===== config.mk =====
export PLATFORM = sky130hd
export DESIGN_NAME = bss_rx_sync
export DESIGN_NICKNAME = d
export VERILOG_FILES = /design/src/include/bss_pkg.sv /design/src/include/bss_enc_if.sv /design/src/rtl/bss_rx_sync.sv /design/src/rtl/bss_status_enc.sv
export VERILOG_INCLUDE_DIRS = /design/src /design/src/include
export SDC_FILE = /design/constraint.sdc
export NUM_CORES = 1
export LEC_CHECK = 0
export BUFFER_PORTS_ARGS = -buffer_cell sky130_fd_sc_hd__buf_2
export CORE_UTILIZATION = 35
export CTS_CLUSTER_SIZE = 28
export DETAILED_ROUTE_END_ITERATION = 10
export PLACE_DENSITY_LB_ADDON = 0.05
export SLEW_MARGIN = 0
export SYNTH_ARGS = -nofsm -noshare
export SYNTH_HDL_FRONTEND = slang
export SYNTH_SLANG_ARGS = --single-unit
export TNS_END_PERCENT = 10

===== constraint.sdc =====
create_clock -name i_core_clk -period 1.99 [get_ports i_core_clk]
set_clock_uncertainty 0.1 [all_clocks]
set_input_delay 0.398 -clock i_core_clk [delete_from_list [all_inputs] [get_ports i_core_clk]]
set_output_delay 0.398 -clock i_core_clk [all_outputs]
set_load 0.01 [all_outputs]

===== src/include/bss_defs.svh =====
// Purpose: constants of the bonded receive sync/status block
// Assumes: 32-bit register port, byte addresses
// Notes:   status codes, substitute characters and register layout
`ifndef BSS_DEFS_SVH
`define BSS_DEFS_SVH

// ----------------------------------------------------------------
// register offsets
// ----------------------------------------------------------------
`define BSS_OFS_CTRL 8'h00
`define BSS_OFS_STAT 8'h04
`define BSS_OFS_LOCKCNT 8'h08

// ----------------------------------------------------------------
// control fields and reset values
// ----------------------------------------------------------------
`define BSS_CTRL_TYPEB_BIT 0
`define BSS_CTRL_BOND_BIT 1
`define BSS_CTRL_RESYNC_BIT 2
`define BSS_MODE_RST 2'h2
`define BSS_STAT_LOCK_BIT 16
`define BSS_STAT_WINEXP_BIT 17

// ----------------------------------------------------------------
// status codes
// ----------------------------------------------------------------
`define BSS_ST_DATA 3'h0
`define BSS_ST_SPECIAL 3'h1
`define BSS_ST_EBUF_LOCK 3'h2
`define BSS_ST_FRAME 3'h3
`define BSS_ST_VIOL 3'h4
`define BSS_ST_LOSS 3'h5
`define BSS_ST_DISP 3'h6
`define BSS_ST_RESYNC 3'h7

// ----------------------------------------------------------------
// substitute characters and timing counts
// ----------------------------------------------------------------
`define BSS_CHAR_C07 8'he0
`define BSS_CHAR_C17 8'he1
`define BSS_CHAR_C27 8'he2
`define BSS_CHAR_C47 8'he4
`define BSS_ERR_LIMIT 4
`define BSS_BOND_WIN 16

`endif


===== src/include/bss_pkg.sv =====
// Purpose: types of the bonded receive sync/status block
// Assumes: nothing
// Notes:   gray codes along no_sync -> resync -> in_sync
package bss_pkg;

  typedef enum logic [1:0] {
    st_no_sync = 2'h0,
    st_resync = 2'h1,
    st_in_sync = 2'h3,
    st_bond_failed = 2'h2
  } bss_state_t;

endpackage


===== src/include/bss_enc_if.sv =====
// Purpose: carries one channel's staged character to the status encoder
// Assumes: one character per clock
// Notes:   ctl side drives flags, enc side returns code and character
`timescale 1ns/1ps
interface bss_enc_if;
  import bss_pkg::*;
  logic [7:0] ch;
  logic [7:0] last_frame;
  logic is_framing;
  logic is_special;
  logic code_viol;
  logic disp_err;
  logic ebuf_err;
  logic pll_unlock;
  logic type_b;
  logic bonded;
  logic lock_mark;
  bss_state_t state;
  logic [2:0] code;
  logic [7:0] char_out;

  modport enc (
    input ch, last_frame, is_framing, is_special, code_viol, disp_err,
    input ebuf_err, pll_unlock, type_b, bonded, lock_mark, state,
    output code, char_out
  );
  modport ctl (
    output ch, last_frame, is_framing, is_special, code_viol, disp_err,
    output ebuf_err, pll_unlock, type_b, bonded, lock_mark, state,
    input code, char_out
  );
endinterface


===== src/rtl/bss_rx_sync.sv =====
// Purpose: per-channel receive sync machines and character status for bonded channels
// Assumes: one decoded character per clock per channel, flags from the decoder
// Notes:
// Notes on behaviour
// (RQ1) one sync machine per channel, bonding enabled
// (RQ2) machine tracks framing loss and bonding recovery
// (RQ3) bonding off: no machine, decoder status
// (RQ4) Type A and Type B machine forms
// (RQ5) Type A: four states, in_sync multi-code
// (RQ6) Type B: four states, mixed code counts
// (RQ7) 000 prio 7: valid data character
// (RQ8) 001 prio 7: valid non-framing special
// (RQ9) Type A 010 prio 2: buffer error; in resync the code reports 111 instead
// (RQ10) Type B 010: lock, last framing before data
// (RQ11) 011 prio 5: framing character, decoded value
// (RQ12) 100 prio 4: undecodable, output C0.7
// (RQ13) 101 prio 1: sync lost or misaligned
// (RQ14) 110 prio 6: disparity error, C4.7/C1.7/C2.7; the code ranks 110 above 011 (prio 5)
// (RQ15) 111 prio 3: resync, output framing character
// (RQ16) lowest priority number wins
// (RQ17) mode bit 0 selects Type A/B
// (RQ18) transitions set by parameters
`timescale 1ns/1ps
`include "bss_defs.svh"
module bss_rx_sync #(
  parameter int NCH = 4,
  parameter int ERR_LIMIT = `BSS_ERR_LIMIT,
  parameter int BOND_WIN = `BSS_BOND_WIN
) (
  // clock and reset
  input wire logic i_core_clk,
  input wire logic i_arst_n,
  // register port
  input wire logic [7:0] i_reg_addr,
  input wire logic [31:0] i_reg_wdata,
  input wire logic i_reg_wr,
  input wire logic i_reg_rd,
  output logic [31:0] o_reg_rdata,
  // decoded characters from the receive path
  input wire logic [NCH-1:0][7:0] i_dec_char,
  input wire logic [NCH-1:0] i_is_framing,
  input wire logic [NCH-1:0] i_is_special,
  input wire logic [NCH-1:0] i_code_viol,
  input wire logic [NCH-1:0] i_disp_err,
  input wire logic [NCH-1:0] i_ebuf_err,
  input wire logic [NCH-1:0] i_pll_unlock,
  // parallel output to host logic
  output logic [NCH-1:0][7:0] o_rx_data,
  output logic [NCH-1:0][2:0] o_rx_char_status
);
  import bss_pkg::*;

  localparam int WINW = $clog2(BOND_WIN + 2);
  localparam logic [WINW-1:0] WIN_LAST = WINW'(BOND_WIN);
  localparam int ERRW = $clog2(ERR_LIMIT + 1);
  localparam logic [ERRW-1:0] ERR_LAST = ERRW'(ERR_LIMIT - 1);

  // ----------------------------------------------------------------
  // register decode
  // ----------------------------------------------------------------
  function automatic logic hit(input logic [7:0] addr, input logic [7:0] ofs);
    hit = (addr == ofs);
  endfunction

  // framing character that decoded cleanly
  function automatic logic clean_frame(input logic framing, input logic err);
    clean_frame = framing && !err;
  endfunction

  logic [1:0] rx_mode_select;
  logic resync_req;
  logic [15:0] lock_count;
  logic chan_lock;
  logic win_expired;
  logic lock_event;
  logic type_b;
  logic bonded;
  bss_state_t [NCH-1:0] st_vec;
  logic ctrl_wr;
  logic cnt_wr;

  assign ctrl_wr = i_reg_wr && hit(i_reg_addr, `BSS_OFS_CTRL);
  assign cnt_wr = i_reg_wr && hit(i_reg_addr, `BSS_OFS_LOCKCNT);
  assign type_b = rx_mode_select[`BSS_CTRL_TYPEB_BIT]; // RQ17 RQ4
  assign bonded = rx_mode_select[`BSS_CTRL_BOND_BIT]; // RQ1 RQ3

  always_ff @(posedge i_core_clk or negedge i_arst_n)
  begin
    if (!i_arst_n)
      rx_mode_select <= `BSS_MODE_RST;
    else if (ctrl_wr)
      rx_mode_select <= i_reg_wdata[1:0];
  end

  // write-one pulse forcing every machine back to no_sync
  always_ff @(posedge i_core_clk or negedge i_arst_n)
  begin
    if (!i_arst_n)
      resync_req <= 1'b0;
    else
      resync_req <= ctrl_wr && i_reg_wdata[`BSS_CTRL_RESYNC_BIT];
  end

  // counts bonded lock-ups; a write clears it, an event in that cycle is counted after the clear
  always_ff @(posedge i_core_clk or negedge i_arst_n)
  begin
    if (!i_arst_n)
      lock_count <= 16'h0000;
    else if (lock_event)
      lock_count <= cnt_wr ? 16'h0001 : lock_count + 16'h0001;
    else if (cnt_wr)
      lock_count <= 16'h0000;
  end

  // ----------------------------------------------------------------
  // read path: data in the cycle after the strobe only
  // ----------------------------------------------------------------
  logic [31:0] next_rdata;
  always_comb
  begin
    next_rdata = 32'h0000_0000;
    if (hit(i_reg_addr, `BSS_OFS_CTRL))
      next_rdata[1:0] = rx_mode_select;
    else if (hit(i_reg_addr, `BSS_OFS_STAT))
    begin
      for (int c = 0; c < NCH; c++)
        next_rdata[2*c +: 2] = st_vec[c];
      next_rdata[`BSS_STAT_LOCK_BIT] = chan_lock;
      next_rdata[`BSS_STAT_WINEXP_BIT] = win_expired;
    end
    else if (hit(i_reg_addr, `BSS_OFS_LOCKCNT))
      next_rdata[15:0] = lock_count;
  end

  always_ff @(posedge i_core_clk or negedge i_arst_n)
  begin
    if (!i_arst_n)
      o_reg_rdata <= 32'h0000_0000;
    else
      o_reg_rdata <= i_reg_rd ? next_rdata : 32'h0000_0000;
  end

  // ----------------------------------------------------------------
  // bonding window shared by all channels
  // ----------------------------------------------------------------
  logic any_resync;
  logic all_ready;
  logic [WINW-1:0] win_cnt;
  always_comb
  begin
    any_resync = 1'b0;
    all_ready = 1'b1;
    for (int c = 0; c < NCH; c++)
    begin
      any_resync = any_resync | (st_vec[c] == st_resync);
      all_ready = all_ready & ((st_vec[c] == st_resync) || (st_vec[c] == st_in_sync));
    end
  end

  // window opens when the first channel enters resync
  always_ff @(posedge i_core_clk or negedge i_arst_n)
  begin
    if (!i_arst_n)
      win_cnt <= '0;
    else if (!any_resync)
      win_cnt <= '0;
    else if (!win_expired)
      win_cnt <= win_cnt + WINW'(1);
  end

  assign win_expired = (win_cnt > WIN_LAST);
  assign chan_lock = bonded && all_ready && !win_expired; // RQ2 RQ18

  // ----------------------------------------------------------------
  // per-channel machines, staging and status
  // ----------------------------------------------------------------
  logic [NCH-1:0] lock_hit;
  assign lock_event = |lock_hit;

  for (genvar c = 0; c < NCH; c++)
  begin : g_ch
    bss_state_t st;
    bss_state_t next_st;
    logic dec_err;
    logic [ERRW-1:0] err_bal;
    logic [7:0] stg_char;
    logic [7:0] last_frame;
    logic stg_framing;
    logic stg_special;
    logic stg_viol;
    logic stg_disp;
    logic stg_ebuf;
    logic stg_pll;
    bss_state_t stg_st;
    bss_state_t next_stg_st;
    bss_enc_if e ();

    assign dec_err = i_code_viol[c] | i_disp_err[c];
    assign st_vec[c] = st;

    always_comb
    begin
      next_st = st;
      if (!bonded || resync_req || i_pll_unlock[c] || (type_b && i_ebuf_err[c]))
        next_st = st_no_sync; // RQ3 RQ4 RQ18
      else
      begin
        case (st)
          st_no_sync:
            if (clean_frame(i_is_framing[c], dec_err))
              next_st = st_resync; // RQ2 RQ18
          st_resync:
            if (dec_err)
              next_st = st_no_sync; // RQ18
            else if (!i_is_framing[c])
              next_st = chan_lock ? st_in_sync : st_bond_failed; // RQ2 RQ18
          st_in_sync:
            if (dec_err && err_bal == ERR_LAST)
              next_st = st_no_sync; // RQ2 RQ18
          st_bond_failed:
            if (clean_frame(i_is_framing[c], dec_err))
              next_st = st_resync; // RQ18
          default:
            next_st = st_no_sync;
        endcase
      end
    end

    always_ff @(posedge i_core_clk or negedge i_arst_n)
    begin
      if (!i_arst_n)
        st <= st_no_sync;
      else
        st <= next_st; // RQ1 RQ5 RQ6
    end

    // invalid-minus-valid balance while in sync, floored at zero
    always_ff @(posedge i_core_clk or negedge i_arst_n)
    begin
      if (!i_arst_n)
        err_bal <= '0;
      else if (st != st_in_sync || next_st != st_in_sync)
        err_bal <= '0;
      else if (dec_err)
        err_bal <= err_bal + ERRW'(1);
      else if (err_bal != '0)
        err_bal <= err_bal - ERRW'(1);
    end

    assign lock_hit[c] = (st == st_resync) && (next_st == st_in_sync);

    // a character that ends resync is reported from the state it leads
    // into, so the aligned data after the lock mark carries its own status
    always_comb
    begin
      next_stg_st = st;
      if (st == st_resync && next_st != st_resync)
        next_stg_st = next_st; // RQ10 RQ15
    end

    // one stage so a framing character can be tagged by what follows it
    always_ff @(posedge i_core_clk or negedge i_arst_n)
    begin
      if (!i_arst_n)
        stg_char <= 8'h00;
      else
        stg_char <= i_dec_char[c];
    end

    // decoder flags staged beside their character
    always_ff @(posedge i_core_clk or negedge i_arst_n)
    begin
      if (!i_arst_n)
      begin
        stg_framing <= 1'b0;
        stg_special <= 1'b0;
        stg_viol <= 1'b0;
        stg_disp <= 1'b0;
        stg_ebuf <= 1'b0;
        stg_pll <= 1'b0;
      end
      else
      begin
        stg_framing <= i_is_framing[c];
        stg_special <= i_is_special[c];
        stg_viol <= i_code_viol[c];
        stg_disp <= i_disp_err[c];
        stg_ebuf <= i_ebuf_err[c];
        stg_pll <= i_pll_unlock[c];
      end
    end

    // state the staged character is reported from
    always_ff @(posedge i_core_clk or negedge i_arst_n)
    begin
      if (!i_arst_n)
        stg_st <= st_no_sync;
      else
        stg_st <= next_stg_st; // RQ5 RQ6 RQ10
    end

    // most recent cleanly decoded framing character
    always_ff @(posedge i_core_clk or negedge i_arst_n)
    begin
      if (!i_arst_n)
        last_frame <= 8'h00;
      else if (clean_frame(i_is_framing[c], dec_err))
        last_frame <= i_dec_char[c]; // RQ15
    end

    // ----------------------------------------------------------------
    // status encoding and output register
    // ----------------------------------------------------------------
    assign e.ch = stg_char;
    assign e.last_frame = last_frame;
    assign e.is_framing = stg_framing;
    assign e.is_special = stg_special;
    assign e.code_viol = stg_viol;
    assign e.disp_err = stg_disp;
    assign e.ebuf_err = stg_ebuf;
    assign e.pll_unlock = stg_pll;
    assign e.type_b = type_b;
    assign e.bonded = bonded;
    assign e.state = stg_st;
    // staged framing char is the last one before aligned data
    assign e.lock_mark = type_b && stg_framing && lock_hit[c]; // RQ10

    bss_status_enc u_enc (
      .e(e.enc)
    );

    always_ff @(posedge i_core_clk or negedge i_arst_n)
    begin
      if (!i_arst_n)
      begin
        o_rx_data[c] <= 8'h00;
        o_rx_char_status[c] <= `BSS_ST_LOSS;
      end
      else
      begin
        o_rx_data[c] <= e.char_out; // RQ11 RQ12 RQ14 RQ15
        o_rx_char_status[c] <= e.code; // RQ7 RQ8 RQ9 RQ13 RQ16
      end
    end
  end
endmodule // bss_rx_sync


===== src/rtl/bss_status_enc.sv =====
// Purpose: prioritised 3-bit character status and substitute character
// Assumes: flags describe the staged character of one channel
// Notes:   purely combinational
`timescale 1ns/1ps
`include "bss_defs.svh"
module bss_status_enc (
  // staged character and answer
  bss_enc_if.enc e
);
  import bss_pkg::*;

  // ----------------------------------------------------------------
  // decoder-level classification, highest priority first
  // ----------------------------------------------------------------
  logic [2:0] dec_code;
  logic [7:0] dec_char;
  always_comb
  begin
    dec_char = e.ch;
    if (e.code_viol)
    begin
      dec_code = `BSS_ST_VIOL; // RQ12
      dec_char = `BSS_CHAR_C07; // RQ12
    end
    else if (e.disp_err)
    begin
      dec_code = `BSS_ST_DISP; // RQ14
      // substitute tells what kind of character carried the error
      dec_char = e.is_framing ? `BSS_CHAR_C27 :
                 e.is_special ? `BSS_CHAR_C17 : `BSS_CHAR_C47; // RQ14
    end
    else if (e.is_framing)
      dec_code = `BSS_ST_FRAME; // RQ11
    else if (e.is_special)
      dec_code = `BSS_ST_SPECIAL; // RQ8
    else
      dec_code = `BSS_ST_DATA; // RQ7
  end

  // ----------------------------------------------------------------
  // state and buffer overrides
  // ----------------------------------------------------------------
  always_comb
  begin
    e.code = dec_code;
    e.char_out = dec_char;
    if (e.pll_unlock)
      e.code = `BSS_ST_LOSS; // RQ13 RQ16
    else if (!e.bonded)
    begin
      // independent channels: status straight from decoding
      if (e.ebuf_err)
        e.code = e.type_b ? `BSS_ST_LOSS : `BSS_ST_EBUF_LOCK; // RQ3
    end
    else
    begin
      case (e.state)
        st_no_sync, st_bond_failed:
          e.code = `BSS_ST_LOSS; // RQ5 RQ6 RQ13
        st_resync:
        begin
          e.char_out = e.last_frame; // RQ15
          if (e.lock_mark)
            e.code = `BSS_ST_EBUF_LOCK; // RQ10 RQ16
          else
            e.code = `BSS_ST_RESYNC; // RQ15
        end
        st_in_sync:
        begin
          if (e.ebuf_err)
            e.code = e.type_b ? `BSS_ST_LOSS : `BSS_ST_EBUF_LOCK; // RQ9 RQ13 RQ16
        end
        default:
          e.code = `BSS_ST_LOSS;
      endcase
    end
  end
endmodule // bss_status_enc


After elaboration in Yosys (flattened, before gate mapping)

Index checks and enable logic that the tools add are counted.

Register bits: 202
Bits of input ports: 100
Output and inout port bits: 76

Add/sub/neg operators: 10
Magnitude comparators: 1
Eq/ne operators: 47
Multiplexer cells: 118
Bitwise logic cells: 10
Reduce and logical (&&, ||, !) cells: 83

Operator list:

| cell                                                                     | number |
|---|---|
| 8-bit two-way mux                                                        | 26 |
| 3-bit two-way mux                                                        | 45 |
| 16-bit two-way mux                                                       | 5 |
| 2-bit two-way mux                                                        | 26 |
| 2-bit == test (second input constant)                                    | 20 |
| 3-bit case mux with 3 select lines                                       | 4 |
| 1-bit logical AND                                                        | 33 |
| 2-bit case mux with 3 select lines                                       | 4 |
| 3-bit nonzero test                                                       | 8 |
| 18-bit two-way mux                                                       | 1 |
| 2-bit inequality test (second input constant)                            | 9 |
| 1-bit logical OR                                                         | 17 |
| 16-bit by 1-bit adder with 16-bit output (second input constant)         | 1 |
| 2-bit by 1-bit == test with 1-bit output (second input constant)         | 8 |
| 2-bit logical NOT                                                        | 8 |
| 2-bit OR reduction                                                       | 8 |
| 3-bit by 1-bit adder with 3-bit output (second input constant)           | 4 |
| 3-bit by 2-bit == test with 1-bit output (second input constant)         | 4 |
| 3-bit by 1-bit subtractor with 3-bit output (second input constant)      | 4 |
| 5-bit two-way mux                                                        | 2 |
| 8-bit by 3-bit == test with 1-bit output (second input constant)         | 1 |
| 8-bit by 4-bit == test with 1-bit output (second input constant)         | 1 |
| 8-bit logical NOT                                                        | 1 |
| 2-bit by 1-bit inequality test with 1-bit output (second input constant) | 4 |
| 8 further kinds                                                          | 25 |

Depth between registers and ports, before layout

Gate-level depths: netlist of run 1.

Depth after elaboration: 19
Mapped depth: 9

Cells and area by module

A second synthesis of run 1 with hierarchy kept.

Cells, all modules: 728
Area, all modules: 8575.7 sq um

Modules (own cells, without submodules):

| module                             | instances | cells an instance | area each (sq um) | sequential area each (sq um) |
|---|---|---|---|---|
| bss_rx_sync                        | 1         | 548               | 7423.4            | 5066.1 |
| bss_status_enc (g_ch[1].u_enc ...) | 3         | 45                | 286.5             | 0.0 |
| bss_status_enc (g_ch[0].u_enc)     | 1         | 45                | 292.8             | 0.0 |

Least setup slack after synthesis of run 1

No wires, ideal clock.

Path type: reg-to-reg
Start: reg win_cnt[0]
End: reg lock_count[14]
Setup time: 73 ps
Arrival: 1887 ps
Required time: 1817 ps
Slack: -70 ps
Stages on the path, launching flop included: 9
Path buffers: 1
Path through: dfrtp_1 -> inv_1 -> ha_1 -> nor3b_1 -> o2111a_1 -> o41ai_2 -> buf_6 -> or4_4 -> a21oi_2

Word-level cells in the longest chain between the ends: 12

Ends and longest elaborated chain:

| what                                                            | line               | text |
|---|---|---|
| from (decl)                                                     | bss_rx_sync.sv:148 | `logic [WINW-1:0] win_cnt;` |
| from (signal assigned)                                          | bss_rx_sync.sv:168 | `win_cnt <= win_cnt + WINW'(1);` |
| 5-bit > comparator (*)                                          | bss_rx_sync.sv:171 | `assign win_expired = (win_cnt > WIN_LAST);` |
| 1-bit logical NOT (*)                                           | bss_rx_sync.sv:172 | `assign chan_lock = bonded && all_ready && !win_expired;` |
| 1-bit logical AND (*)                                           | bss_rx_sync.sv:172 |  |
| 1-bit two-way mux (*)                                           | bss_rx_sync.sv:216 | `next_st = chan_lock ? st_in_sync : st_bond_failed;` |
| 2-bit two-way mux                                               | bss_rx_sync.sv:215 | `else if (!i_is_framing[c])` |
| 2-bit two-way mux                                               | bss_rx_sync.sv:213 | `if (dec_err)` |
| 2-bit case mux with 3 select lines                              | bss_rx_sync.sv:208 | `case (st)` |
| 2-bit two-way mux                                               | bss_rx_sync.sv:204 | `if (!bonded \|\| resync_req \|\| i_pll_unlock[c] \|\| (type_b && i_ebuf_err[c]))` |
| 2-bit == test                                                   | bss_rx_sync.sv:250 | `assign lock_hit[c] = (st == st_resync) && (next_st == st_in_sync);` |
| 1-bit logical AND                                               | bss_rx_sync.sv:250 |  |
| 4-bit OR reduction (*)                                          | bss_rx_sync.sv:178 | `assign lock_event = \|lock_hit;` |
| 16-bit two-way mux / 2-bit nonzero test (equally long branches) | -                  |  |
| to (signal assigned)                                            | bss_rx_sync.sv:110 | `lock_count <= cnt_wr ? 16'h0001 : lock_count + 16'h0001;` |
| to (decl)                                                       | bss_rx_sync.sv:72  | `logic [15:0] lock_count;` |

Every way passes the cells marked *; elsewhere a longest branch is shown, timed or not.
A chain may end at the register's enable or synchronous reset.

Worst setup path after layout of run 1

Start: reg rx_mode_select[1]
End: reg lock_count[7]

Word-level cells in the longest chain between the ends: 11

Ends and longest elaborated chain:

| what                                                            | line               | text |
|---|---|---|
| from (decl)                                                     | bss_rx_sync.sv:70  | `logic [1:0] rx_mode_select;` |
| from (signal assigned)                                          | bss_rx_sync.sv:90  | `` rx_mode_select <= `BSS_MODE_RST; `` |
| from (signal assigned)                                          | bss_rx_sync.sv:92  | `rx_mode_select <= i_reg_wdata[1:0];` |
| 1-bit logical AND (2 in series)                                 | bss_rx_sync.sv:172 |  |
| 1-bit two-way mux                                               | bss_rx_sync.sv:216 |  |
| 2-bit two-way mux                                               | bss_rx_sync.sv:215 |  |
| 2-bit two-way mux                                               | bss_rx_sync.sv:213 |  |
| 2-bit case mux with 3 select lines                              | bss_rx_sync.sv:208 |  |
| 2-bit two-way mux                                               | bss_rx_sync.sv:204 |  |
| 2-bit == test                                                   | bss_rx_sync.sv:250 |  |
| 1-bit logical AND                                               | bss_rx_sync.sv:250 |  |
| 4-bit OR reduction (*)                                          | bss_rx_sync.sv:178 |  |
| 16-bit two-way mux / 2-bit nonzero test (equally long branches) | -                  |  |

Marks and branches as above.

==> results of run 1 <==
final timing paths:
path	from	endpoint	cells after the start
worst max-delay path	rx_mode_select[1]	lock_count[7]	6
worst min-delay path	i_reg_wdata[2]	resync_req	3
min in group asynchronous	i_arst_n	o_rx_data[26]	2
max in group asynchronous	i_arst_n	o_rx_char_status[5]	3
worst min register to register	g_ch[2].e.pll_unlock	o_rx_char_status[7]	1
worst max register to register	rx_mode_select[1]	lock_count[7]	6
power by group through the flow:
| stage | logic, µW | registers [µW] | clock network (µW) |
|---|---|---|---|
| after floorplan | 322 | 4520 | 0 |
| after global placement | 663 | 4520 | 0 |
| after detailed placement | 684 | 4530 | 0 |
| after CTS | 763 | 4460 | 5030 |
| after global routing | 854 | 4490 | 5200 |
| final | 765 | 4460 | 4890 |
metal layers:
metal  wire, µm  vias up  GRT usage
li1           -     3094          -
met1       9259     3216     0.2225
met2       9805      170     0.2876
met3       1143       33    0.03111
met4        345        2    0.04575
met5         13        -          0
stage by stage:
| step | total power (µW) | area, µm² | utilization |
|---|---|---|---|
| global placement | 5188 | 9892 | 0.4227 |
| detailed placement | 5218 | 9892 | 0.4227 |
| floorplan | 4839 | 8364 | - |
| global route | 10540 | 11590 | 0.4951 |
| finish | 10120 | 11590 | 0.4952 |
| CTS | 10250 | 11340 | 0.4848 |
area by class of cell:
type	count	area, µm²	share of cell area
Clock inverter	14	225.2	0.01943
Multi-Input combinational cell	475	3146	0.2714
Timing Repair Buffer	274	1976	0.1705
Clock buffer	30	674.4	0.05819
Sequential cell	202	5066	0.4371
Tap cell	319	399.1	0.03444
Antenna cell	1	2.502	0.0002159
Inverter	27	101.3	0.008744
worst max-delay path: stages, from the launching register on:
cell	delay, ns
dfstp_2	0.53
nor2b_4	0.26
and4_4	0.30
o41ai_4	0.11
buf_4	0.16
or4_4	0.47
a21oi_2	0.14
logic make-up (layout without fill, tap and decap cells):
| logic type | count (synthesis) | after routing | synth area share |
|---|---|---|---|
| compound gates | 158 | 158 | 0.1199 |
| fa+ha+maj | 7 | 7 | 0.01416 |
| flops | 202 | 202 | 0.6100 |
| other cells | 1 | 15 | 0.0004515 |
| xor+xnor | 8 | 8 | 0.008437 |
| simple gates | 248 | 248 | 0.1535 |
| mux | 40 | 40 | 0.05243 |
| buf+inv | 67 | 345 | 0.04113 |
flip-flops by register name (all words and copies together) (netlist names):
signal / cells
g_ch.e.ch: 32
g_ch.e.last_frame: 32
o_rx_data: 32
o_reg_rdata: 18
lock_count: 16
g_ch.err_bal: 12
o_rx_char_status: 12
g_ch.e.state: 8
g_ch.st: 8
win_cnt: 5
g_ch.e.code_viol: 4
g_ch.e.disp_err: 4
g_ch.e.ebuf_err: 4
g_ch.e.is_framing: 4
g_ch.e.is_special: 4
g_ch.e.pll_unlock: 4
rx_mode_select: 2
resync_req: 1
cells in the final DEF, fill, tap and decap left out, types with 5 or more instances in the layout:
cell type and n:
and2_1 12, inv_1 25, buf_2 131, nor3b_1 5, a22oi_1 7, conb_1 14
xor2_1 7, clkbuf_16 26, mux2i_1 12, clkinv_2 6, buf_12 7, or3_1 8
nor3_1 24, buf_4 84, a21oi_2 12, nand2b_1 6, or3_4 5, o21a_1 5
nor2_1 58, dfstp_2 9, o31ai_1 15, nand4_1 7, nand3_1 8, nand2_1 61
bufinv_16 6, a21oi_1 39, dlygate4sd3_1 45, o21ai_0 40, mux2_2 28, dfrtp_1 193
nor4_1 9, nor2b_1 12
repair_timing:
action,in CTS,in global routing
buffers inserted,7,10
pin swaps,27,16
endpoints found under the hold margin,89,0
resized for setup,21,35
setup endpoints to repair,24,31
hold buffers,45,0
gates cloned,0,1
==> out/metrics.cfg, run 1 <==
[status]
status=finished with violations
violations=negative setup slack

[pwr]
comb_power_share=0.076
power_frac_seq=0.441
ir_drop_mv=0.4388
switchingPower_uw=2212
swShare=0.2186
clkPwrFrac=0.484
p_leak_uw=0.005315
power.density_nw_per_um2=872.7
internal_power_uw=7903

[synthesis]
ys_types=65
synth_most_common_cell=dfrtp_1
synth_top_cells_by_area=dfrtp_1, mux2_2, a21oi_1
yosysTopAreaCell=dfrtp_1
ys.flop_type=dfrtp_1
syn_area_um2=8305
synthTopCellsByCount=dfrtp_1, nand2_1, nor2_1, a21oi_1, o21ai_0
yosys_warnings=0
synth.top_cell.area_share=0.5815
ys_ff_latch=202
synth_area_per_cell_um2=11.36
synthesis.instances=731
synth-edff-count=0
yosysSeqAreaShare=0.6100
synth-async-reset-ratio=1.000

[global_route]
gr-total-overflow=0
grt_pass1_wl_um=32970
grt_usage=0.1698
grt_pass1_vias=6693
grt_max_degree=52
antenna_found_initial=1

[floorplan]
core_area_um2=23400
initial_core_util=0.3549
ios=176
die_area_um2=24350
fp-row-count=56
fp.dieH_um=156.0
die_x_um=156.0

[timing]
fin_crit_ns=2.145
post-route-period-util=1.078
fmax_mhz=466.3
rsz0062_at_grt=true
setup_viol=17
hold_slack_ns=0.03355
tns_ns=-1.917
finalWorstSetupSlack_ns=-0.1546
finalMaxSlewViolations=0
hold_violations=0

[clock_tree]
clock_latency_ns=0.51
clk_path_buf_depth=3
cts.clk_slew.worst_paths_ns=0.06
cts_buffers=24
cts_tree=done
cts_sinks=202
cts-root-buf=clkbuf_16
cts_max_level=1

[worst_setup_path]
end_kind=flip-flop
worstPathMaxFanout=7
arrival_ns=2.49
critPathKind=flip-flop to flip-flop
rrSetupSlack_ns=-0.15
required_ns=2.33
start_kind=flip-flop

[placement]
hpwl_um=14240
io_buffers=132
dp.cells=1235
pre_cts_slack_ns=-0.4087
routabilityCongestion=0.7696

[detailed_routing]
dr.first_iter.drc_count=235
via_count=6515
wirelength_um=20570
ant_nets=0
drcViolationCount=0
wl_per_cell_um=15.33
drt_pass1_iterations=4
viasPerCell=4.855

[worst_hold_path]
hold_path.class=input port to flip-flop

[run]
cap_violations=0

[cells_and_area]
fin_cells=1342
final_layout_size_suffix_gt1_frac=0.3493
nets=1111
fillers=2177
syn_to_final_growth_pct=39.55

Note: power is estimated with default switching activity, not from simulation.
==> run 2: changes to the inputs <==
--- a/config.mk
+++ b/config.mk
@@ -11,6 +11,7 @@
 export CTS_CLUSTER_SIZE = 28
 export DETAILED_ROUTE_END_ITERATION = 10
 export PLACE_DENSITY_LB_ADDON = 0.05
+export SETUP_SLACK_MARGIN = 0.3
 export SLEW_MARGIN = 0
 export SYNTH_ARGS = -nofsm -noshare
 export SYNTH_HDL_FRONTEND = slang
==> run 2 against run 1 <==
  * Clock power decreased by 14%
  * The flow still finishes with violations (negative setup slack)
  * Largest cell class unchanged
  * Critical path type unchanged
  * Highest routed layer is now met4
  * Via count decreased by 1.4%
  * Register-to-register slack about the same
==> out/metrics.cfg, run 2 (synthesis results as in run 1) <==
[detailed_routing]
via_count=6423
wirelength_um=20590
wl_met1_um=9188
dr.first_iter.drc_count=316
dr_wl_met3_um=1029
viasPerCell=4.800
highest_layer=met4
wl_per_cell_um=15.39
route.met2.wl_um=10070
drcViolationCount=0
ant_nets=0
drt_pass1_iterations=4

[cells_and_area]
mostFrequentLayoutCell=dfrtp_1
fin_area_um2=11580
multi_input_area_um2=3247
nets=1110
fillers=2165
syn_to_final_growth_pct=39.41
final_layout_size_suffix_gt1_frac=0.3611
antennaDiodeCount=0
regArea_um2=5067
final_cell_mix=dfrtp_1, buf_2, buf_4

[clock_tree]
clk_path_buf_depth=3
cts_tree=done
cts_buffers=24
clock_latency_ns=0.51
cts_sinks=202
cts-root-buf=clkbuf_16
cts.clk_slew.worst_paths_ns=0.06
cts_max_level=1

[floorplan]
initial_core_util=0.3549
core_area_um2=23400
fp-row-count=56
ios=176
die_area_um2=24350
die_x_um=156.0
fp.dieH_um=156.0

[timing]
fin_crit_ns=2.141
slew-limit-headroom=0.6328
setup_viol=20
finalMaxSlewViolations=0
hold_violations=0
finalWorstSetupSlack_ns=-0.1513
post-route-period-util=1.076
worst_slew_pin_slew_ns=0.5490
fmax_mhz=467.0
rsz0062_at_grt=true

[pwr]
p_total_uw=9444
ir_drop_mv=0.4649
power.density_nw_per_um2=815.6
p_leak_uw=0.005278

[worst_setup_path]
critPathKind=flip-flop to flip-flop
arrival_ns=2.47
start_kind=flip-flop
required_ns=2.32
worstPathMaxFanout=4
end_kind=flip-flop

[global_route]
grt_pass1_wl_um=33790
grt_pass1_vias=6642
gr-total-overflow=0
grt_usage=0.1743
grt_max_degree=50
antenna_found_initial=0

[placement]
place_area_um2=9887
routabilityCongestion=0.7982
hpwl_um=13970
io_buffers=132

[status]
status=finished with violations
violations=negative setup slack

[run]
cap_violations=0

[worst_hold_path]
hold_path.class=input port to flip-flop

run 2: per-stage QoR:
| step | std cells | setup slack (ns) | setup TNS [ns] | util | hold WS, ns |
|---|---|---|---|---|---|
| 2_1_floorplan | 744 | 0.009477 | 0 | - | 0.002409 |
| 3_3_place_gp | 1236 | -0.4699 | -7.496 | 0.4225 | 0.2808 |
| 3_5_place_dp | 1236 | -0.4851 | -7.468 | 0.4225 | 0.2861 |
| 4_1_cts | 1332 | -0.1189 | -1.626 | 0.4855 | 0.003017 |
| 5_1_grt | 1338 | -0.1941 | -3.286 | 0.4948 | 0.02630 |
| 6_report | 1338 | -0.1513 | -1.831 | 0.4948 | 0.02738 |
run 2: metal layers:
metal,GRT usage,vias up
met2,0.2940,139
met4,0.04622,0
met3,0.03139,25
met1,0.2301,3171
li1,-,3088
met5,0,-
run 2: area by class of cell:
class                           instances  area share
Multi-Input combinational cell        476      0.2804
Sequential cell                       202      0.4376
Tap cell                              319     0.03447
Clock buffer                           40     0.06581
Inverter                               27    0.009077
Clock inverter                          2    0.001081
Timing Repair Buffer                  272      0.1715
run 2: power breakdown:
group	switching, µW	internal (µW)	leakage [µW]	total [µW]
Combinational	384	397	0.00238	781
Clock	1620	2580	0.000378	4200
Sequential	116	4350	0.00252	4460
Total	2120	7330	0.00528	9440
run 2: what timing repair did:
| item | CTS | global route |
|---|---|---|
| buffers inserted | 6 | 6 |
| pin swaps | 21 | 22 |
| cloned | 4 | 0 |
| endpoints found under the setup margin | 60 | 68 |
| hold endpoints to repair | 78 | 0 |
| hold buffers | 44 | 0 |
| resized for setup | 46 | 36 |
run 2: final timing paths:
kind | endpoint | cells after the start | startpoint | slack, ns
min | resync_req | 3 | i_reg_wdata[2] | 0.03
min in group asynchronous | g_ch[2].err_bal[1] | 2 | i_arst_n | 0.32
min reg2reg | o_rx_data[17] | 2 | g_ch[2].e.last_frame[1] | 0.37
max in group asynchronous | rx_mode_select[1] | 3 | i_arst_n | 0.82
max | lock_count[14] | 8 | win_cnt[0] | -0.15
max reg2reg | lock_count[14] | 8 | win_cnt[0] | -0.15
run 2: critical path, cell delays in order (launching register included):
cell and delay, ns:
dfrtp_1 0.38, inv_1 0.06, ha_1 0.15, nor3b_4 0.20, o2111a_2 0.33, buf_12 0.13, o41ai_4 0.08, or4_4 0.50
a21oi_2 0.13
